--- src/hw/rail_enable_map.vh ---
// Purpose: register offsets, field positions and reset values of the rail enable registers
// Assumes: 8-bit subaddress and data as seen from the internal register port
// Notes: included by the rail enable block; the bench uses literal addresses and masks
`ifndef RAIL_ENABLE_MAP_VH
`define RAIL_ENABLE_MAP_VH

// subaddresses
`define CONV_EN_ADDR 8'h11
`define REG_SW_ADDR 8'h12
`define PIN_FUNC_ADDR 8'h13
`define WARM_RST_ADDR 8'h14

// reset values
`define CONV_EN_RESET 8'h00
`define REG_SW_RESET 8'h00

// converter_enable_control fields
`define BUCK_ONE_BIT 0
`define BUCK_TWO_BIT 1
`define BUCK_THREE_BIT 2
`define BUCK_BOOST_FOUR_BIT 3
`define CONV_EN_RW_MASK 8'h3F

// regulator_switch_output_control fields
`define LINEAR_REG_BIT 0
`define LOAD_SWITCH_BIT 3
`define GP_OUT_ONE_BIT 4
`define GP_PIN_TWO_BIT 6
`define REG_SW_RW_MASK 8'h7F

`endif

--- src/hw/rail_enable_field.v ---
// Purpose: one write-maskable 8-bit register with sequencer override of selected bits
// Assumes: write strobe and sequencer strobe from the same clock domain
// Notes: on the SEQ_MASK bits the sequencer takes priority over a software write in the same cycle
`timescale 1ns/1ps

module rail_enable_field #(
    parameter [7:0] RESET_VAL = 8'h00,
    parameter [7:0] RW_MASK = 8'hFF,
    parameter [7:0] SEQ_MASK = 8'h00
) (
    // clock and reset
    input wire clk_in,
    input wire rst_in,
    // software write
    input wire wr_en_in,
    input wire [7:0] wr_data_in,
    // sequencer override
    input wire seq_en_in,
    input wire [7:0] seq_data_in,
    // value
    output reg [7:0] value_out
);

    wire [7:0] sw_val;
    wire [7:0] value_nxt;

    // read-only bits keep zero, read/write bits take the write
    assign sw_val = wr_en_in ? (wr_data_in & RW_MASK) : value_out;
    assign value_nxt = seq_en_in ? ((sw_val & ~SEQ_MASK) | (seq_data_in & SEQ_MASK)) : sw_val;

    always @(posedge clk_in or posedge rst_in) begin
        if (rst_in) begin
            value_out <= RESET_VAL;
        end else begin
            value_out <= value_nxt;
        end
    end

endmodule

--- src/hw/rail_enable_registers.v ---
// Purpose: converter, regulator, load switch and general-purpose pin enable registers
// Assumes: register port already decoded from the serial control port, unlock decided upstream
// Notes: sequencer updates arrive as a one-cycle strobe with the rail decisions
// Function
// - first enable register at 0x11, protected
// - bit 3 turns converter four on
// - bit 2 turns converter three on
// - bit 1 turns converter two on
// - bit 0 turns converter one on
// - sequencer overwrites converter bits during sequencing
// - second enable register at 0x12, protected
// - bit 6 drives pin two low or releases
// - warm-reset select makes pin two bit ignored
// - bit 4 drives output one low or releases
// - pin-function select makes output one bit ignored
// - bit 3 turns load switch on
// - bit 0 linear regulator, sequencer also updates
// - warm-reset select makes pin two an input
`timescale 1ns/1ps
`include "rail_enable_map.vh"

module rail_enable_registers (
    // clock and reset
    input wire clk_in,
    input wire rst_in,
    // register port
    input wire [7:0] reg_addr_in,
    input wire reg_wr_in,
    input wire [7:0] reg_wdata_in,
    input wire reg_rd_in,
    input wire unlocked_in,
    output reg [7:0] reg_rdata_out,
    // sequencer
    input wire seq_update_in,
    input wire [3:0] seq_buck_on_in,
    input wire seq_linear_reg_on_in,
    // pin function selects
    input wire warm_reset_pin_select_in,
    input wire gp_output_one_pin_select_in,
    // general-purpose pin two
    input wire gp_pin_two_in,
    output reg gp_pin_two_oe_out,
    output reg gp_pin_two_o_out,
    output reg warm_reset_out,
    // general-purpose output one
    output reg gp_output_one_pin_oe_out,
    output reg gp_output_one_pin_o_out,
    // rail enables
    output reg buck_one_on_out,
    output reg buck_two_on_out,
    output reg buck_three_on_out,
    output reg buck_boost_four_on_out,
    output reg linear_reg_on_out,
    output reg load_switch_on_out
);

    wire [7:0] conv_en_val;
    wire [7:0] reg_sw_val;
    wire conv_wr;
    wire reg_sw_wr;
    wire [7:0] seq_conv_data;
    wire [7:0] seq_reg_data;
    reg pin_two_meta_r;
    reg pin_two_sync_r;

    function addr_hit;
        input [7:0] addr;
        input [7:0] target;
        begin
            addr_hit = (addr == target);
        end
    endfunction

    // protected writes only take effect when unlocked
    assign conv_wr = reg_wr_in & unlocked_in & addr_hit(reg_addr_in, `CONV_EN_ADDR);
    assign reg_sw_wr = reg_wr_in & unlocked_in & addr_hit(reg_addr_in, `REG_SW_ADDR);

    assign seq_conv_data = {4'h0, seq_buck_on_in};
    assign seq_reg_data = {7'h00, seq_linear_reg_on_in};

    // bits 7:6 read-only zero, bits 5:4 hold, bits 3:0 converters
    rail_enable_field #(
        .RESET_VAL(`CONV_EN_RESET),
        .RW_MASK(`CONV_EN_RW_MASK),
        .SEQ_MASK(8'h0F)
    ) u_conv_en (
        .clk_in(clk_in),
        .rst_in(rst_in),
        .wr_en_in(conv_wr),
        .wr_data_in(reg_wdata_in),
        .seq_en_in(seq_update_in),
        .seq_data_in(seq_conv_data),
        .value_out(conv_en_val)
    );

    // bit 7 read-only zero, others hold, bit 0 sequencer-updated
    rail_enable_field #(
        .RESET_VAL(`REG_SW_RESET),
        .RW_MASK(`REG_SW_RW_MASK),
        .SEQ_MASK(8'h01)
    ) u_reg_sw (
        .clk_in(clk_in),
        .rst_in(rst_in),
        .wr_en_in(reg_sw_wr),
        .wr_data_in(reg_wdata_in),
        .seq_en_in(seq_update_in),
        .seq_data_in(seq_reg_data),
        .value_out(reg_sw_val)
    );

    // pin two input synchroniser
    always @(posedge clk_in or posedge rst_in) begin
        if (rst_in) begin
            pin_two_meta_r <= 1'b0;
            pin_two_sync_r <= 1'b0;
        end else begin
            pin_two_meta_r <= gp_pin_two_in;
            pin_two_sync_r <= pin_two_meta_r;
        end
    end

    // registered outputs
    always @(posedge clk_in or posedge rst_in) begin
        if (rst_in) begin
            reg_rdata_out <= 8'h00;
            buck_one_on_out <= 1'b0;
            buck_two_on_out <= 1'b0;
            buck_three_on_out <= 1'b0;
            buck_boost_four_on_out <= 1'b0;
            linear_reg_on_out <= 1'b0;
            load_switch_on_out <= 1'b0;
            gp_pin_two_oe_out <= 1'b0;
            gp_pin_two_o_out <= 1'b0;
            warm_reset_out <= 1'b0;
            gp_output_one_pin_oe_out <= 1'b0;
            gp_output_one_pin_o_out <= 1'b0;
        end else begin
            if (reg_rd_in) begin
                if (addr_hit(reg_addr_in, `CONV_EN_ADDR)) begin
                    reg_rdata_out <= conv_en_val;
                end else if (addr_hit(reg_addr_in, `REG_SW_ADDR)) begin
                    reg_rdata_out <= reg_sw_val;
                end else begin
                    reg_rdata_out <= 8'h00;
                end
            end
            buck_one_on_out <= conv_en_val[`BUCK_ONE_BIT];
            buck_two_on_out <= conv_en_val[`BUCK_TWO_BIT];
            buck_three_on_out <= conv_en_val[`BUCK_THREE_BIT];
            buck_boost_four_on_out <= conv_en_val[`BUCK_BOOST_FOUR_BIT];
            linear_reg_on_out <= reg_sw_val[`LINEAR_REG_BIT];
            load_switch_on_out <= reg_sw_val[`LOAD_SWITCH_BIT];
            // open drain: 0 drives low, 1 releases
            gp_pin_two_o_out <= 1'b0;
            gp_pin_two_oe_out <= ~warm_reset_pin_select_in & ~reg_sw_val[`GP_PIN_TWO_BIT];
            // low level on pin two requests warm reset of converters one and two
            warm_reset_out <= warm_reset_pin_select_in & ~pin_two_sync_r;
            gp_output_one_pin_o_out <= 1'b0;
            gp_output_one_pin_oe_out <= ~gp_output_one_pin_select_in & ~reg_sw_val[`GP_OUT_ONE_BIT];
        end
    end

endmodule

--- config.mk ---
export PLATFORM = sky130hd
export DESIGN_NAME = rail_enable_registers
export DESIGN_NICKNAME = d
export VERILOG_FILES = /design/src/hw/rail_enable_field.v /design/src/hw/rail_enable_registers.v
export VERILOG_INCLUDE_DIRS = /design/src /design/src/hw
export SDC_FILE = /design/constraint.sdc
export NUM_CORES = 1
export LEC_CHECK = 0
export ABC_AREA = 1
export BUFFER_PORTS_ARGS = -buffer_cell sky130_fd_sc_hd__buf_2
export CORE_MARGIN = 2
export CORE_UTILIZATION = 53
export CTS_BUF_LIST = sky130_fd_sc_hd__clkbuf_2
export DETAILED_ROUTE_END_ITERATION = 10
export MAX_ROUTING_LAYER = met4
export PLACE_DENSITY = 0.82
export RECOVER_POWER = 100
export SLEW_MARGIN = 20
export SYNTH_ARGS = -nofsm -noshare
export SYNTH_HDL_FRONTEND = slang
export SYNTH_SLANG_ARGS = --single-unit
--- constraint.sdc ---
create_clock -name clk_in -period 1.3 [get_ports clk_in]
set_clock_uncertainty 0.2 [all_clocks]
set_input_delay 0 -clock clk_in [delete_from_list [all_inputs] [get_ports clk_in]]
set_output_delay 0 -clock clk_in [all_outputs]
set_load 0.02 [all_outputs]
==> run_results.csv <==
group,metric,value,unit
route,drcViolationCount,0,
sta,hold_violations,24,
die,floorplan.initialDensity,54.4,%
setup_path,cp_capture_type,"flop",
placement,detailedPlace.worstSlack,0.0693,ns
route,detail_route.vias_per_cell,4.79,
die,die_w,59.3,um
route,drt_pre_antenna_iters,4,
logic_synthesis,synthDistinctLibCells,21,
logic_synthesis,syn_inst,188,
sta,least_margin_pin_slew,0.754,ns
outcome,violations,"negative hold slack",
placement,routabilityCongestion,0.837,
cts,cts_tree,"done",
layout,layout-drive-gt1-share,26.2,%
setup_path,critical_path.slowest_cell,"dlygate4sd3_1",
logic_synthesis,postSynthAreaPerCell,8.62,um^2
sta,maxClockFrequency,798,MHz
die,die-height,59.3,um
sta,setup_viol,0,
layout,layout_common_cells,"73 x nand2_1, 35 x dfrtp_1, 28 x buf_2, 23 x dlygate4sd3_1, 19 x nand3_1",
route,drt_iter0_drc,34,
power,pwr_dens,1070,nW/um^2
grt,globalRoute.totalOverflow,0,
placement,buffer_ports.inserted,45,
cts,clockBufferDepth,2,
sta,slew_viol_final,0,
placement,hpwl,2.22,mm
logic_synthesis,post_synth_main_area_contributors,"dfrtp_1 54%, nand2_1 17%, nand3_1 5.9%",
grt,number_of_antenna_violations_at_the_first_check_in_global_routing,0,
cts,clk_pin_slew,0.17,ns
layout,antenna_cells,0,
cts,ctsRootBufferMaster,"clkbuf_2",
sta,timing.final.crit_period,1.25,ns
setup_path,classification_of_the_worst_setup_path,"in -> reg",
grt,global_route.usage.total,23.7,%
power,power.share.combinational,12.6,%
logic_synthesis,ys_warn_count,0,
layout,mostFrequentLayoutCell,"nand2_1",
power,sw_ratio,23.3,%
sta,setup_tns,0,ns
layout,syn_to_layout_area_delta,34.7,%
route,detail_route.wirelength,3.59,mm
die,design.die.area,3520,um^2
power,p_sw,0.543,mW
grt,grt_start_max_net_pins,36,
sta,fin_worst_setup_slack,0.0474,ns
hold_path,timing.hold.worst.class,"in -> reg",
grt,first_global_vias,1395,
sta,final_min_period_over_clock_period,96.4,%
route,count_of_vias_placed_by_the_detailed_router,1419,
layout,final_net_count,292,
cts,numClockSinks,35,
sta,hold_slack,-0.169,ns
cts,clock_tree.htree_level_count,2,
die,design.core.area,2980,um^2
power,sequentialPowerShare,49.8,%
sta,maxSlewHeadroom,49.7,%
outcome,run_status,"complete, but fails checks",
setup_path,worstPathBufferInverterCount,3,
die,row_count,20,
power,clock_network_fraction_of_total_power,37.6,%
logic_synthesis,synth-seq-area-share,54.1,%
cts,numCtsBuffers,5,
setup_path,cell_with_the_most_instances_on_the_worst_path,"dlygate4sd3_1",
sta,grt_setup_unrepaired,"false",
setup_path,timing.critical_path.from_type,"primary input",
power,worst_ir_drop_on_vdd,0.700,mV
setup_path,cp.required,1.38,ns
logic_synthesis,synthDominantAreaCellType,"dfrtp_1",
run,cap_viol_max_count,0,
route,antenna_violation_net_count_after_detailed_routing,0,
setup_path,crit_path_cell_trace,"dlygate4sd3_1, buf_2, nand2_1, dlygate4sd3_1, nand3_1",
logic_synthesis,yosys.area.top_type_share,54.1,%
cts,worst_skew_pair.late_latency,0.38,ns
logic_synthesis,postSynthRegisterBits,35,
die,io_pins,49,
setup_path,critical_path.top_delay_family,"buffers and inverters",
setup_path,critical_path_peak_fanout,1,
power,power_report.internal_total,1.79,mW
route,wl_per_cell,12.1,um
logic_synthesis,synthesis.area,1620,um^2
power,leak_pwr,1.24,nW
setup_path,critical_path_arrival,1.33,ns
setup_path,slowest_delay,0.54,ns
grt,grt_first_pass_wirelength,5.92,mm
what timing repair did:
item,in CTS,in global routing
hold endpoints to repair,63,24
hold buffers,24,1
endpoints found under the setup margin,0,6
buffers inserted,0,2
resized for setup,0,1
through the flow:
| step | power (mW) | area, um^2 | cells | utilization [%] | hold slack, ns |
|---|---|---|---|---|---|
| 2_1_floorplan | 1.33 | 1620 | 189 | - | -0.169 |
| 5_1_grt | 2.43 | 2180 | 296 | 73.3 | -0.181 |
| 4_1_cts | 2.34 | 2190 | 295 | 73.6 | -0.181 |
| 3_5_place_dp | 1.42 | 1860 | 263 | 62.5 | -0.0949 |
| 6_report | 2.33 | 2180 | 296 | 73.3 | -0.169 |
| 3_3_place_gp | 1.41 | 1860 | 263 | 62.5 | -0.0945 |
power by group through the flow:
stage,Clock (mW),Combinational [mW],Sequential [mW]
floorplan,0,0.128,1.20
global placement,0,0.237,1.18
detailed placement,0,0.240,1.18
CTS,0.890,0.293,1.16
global route,0.940,0.328,1.16
finish,0.876,0.293,1.16
metal layers:
layer | vias to the layer above | GRT usage, % | routed length [um]
li1 | 719 | - | -
met1 | 656 | 27.1 | 1540
met2 | 38 | 39.4 | 1840
met3 | 6 | 6.33 | 153
met4 | 0 | 9.09 | 55
met5 | - | - | 0
kinds of logic after synthesis:
group,Yosys count,synth area share (%)
compound gates,10,3.55
buf+inv,28,7.57
flops,35,54.1
other cells,1,0.231
simple gates,114,34.6
cell usage after synthesis:
| cell type | count |
|---|---|
| o21ai_2 | 2 |
| buf_2 | 2 |
| conb_1 | 1 |
| nand2_1 | 72 |
| nand4_1 | 1 |
| inv_1 | 17 |
| dfrtp_1 | 35 |
| nand3_1 | 19 |
| o21ai_1 | 2 |
| o21ai_0 | 2 |
| nor2_1 | 7 |
| nand2_4 | 2 |
| buf_6 | 1 |
| nor2_8 | 2 |
| nor2_4 | 4 |
| buf_4 | 2 |
| nand3_4 | 1 |
| inv_2 | 6 |
| nand2_2 | 5 |
| a21oi_1 | 4 |
| nor2_2 | 1 |
area by class of cell:
| cell class | count | area, um^2 |
|---|---|---|
| clock buffers | 6 | 30.0 |
| clock inverters | 2 | 60.1 |
| fillers | 233 | 796 |
| inverters | 23 | 86.3 |
| multi-input cells | 126 | 626 |
| flip-flops and latches | 35 | 876 |
| well taps | 33 | 41.3 |
| repair buffers | 71 | 463 |
path summary, 6_finish.rpt:
| path | start | to | slack [ns] | cells past startpoint |
|---|---|---|---|---|
| max in group asynchronous | rst_in | load_switch_on_out$_DFF_PP0_ | 0.24 | 4 |
| min in group asynchronous | rst_in | u_conv_en.value_out[7]$_DFF_PP0_ | 0.16 | 4 |
| min reg2reg | pin_two_meta_r$_DFF_PP0_ | pin_two_sync_r$_DFF_PP0_ | 0.18 | 0 |
| max reg2reg | u_reg_sw.value_out[0]$_DFFE_PP0P_ | reg_rdata_out[0]$_DFFE_PP0P_ | 0.22 | 6 |
| max | seq_linear_reg_on_in | u_reg_sw.value_out[0]$_DFFE_PP0P_ | 0.05 | 5 |
| min | unlocked_in | flop | -0.17 | 5 |
tightest hold or removal path, stage by stage:
cell and delay [ns]:
buf_2 0.09, nand2_1 0.12, nor2_4 0.08, nand2_1 0.05, nand2_1 0.04
(Power assumes the default switching activity.)
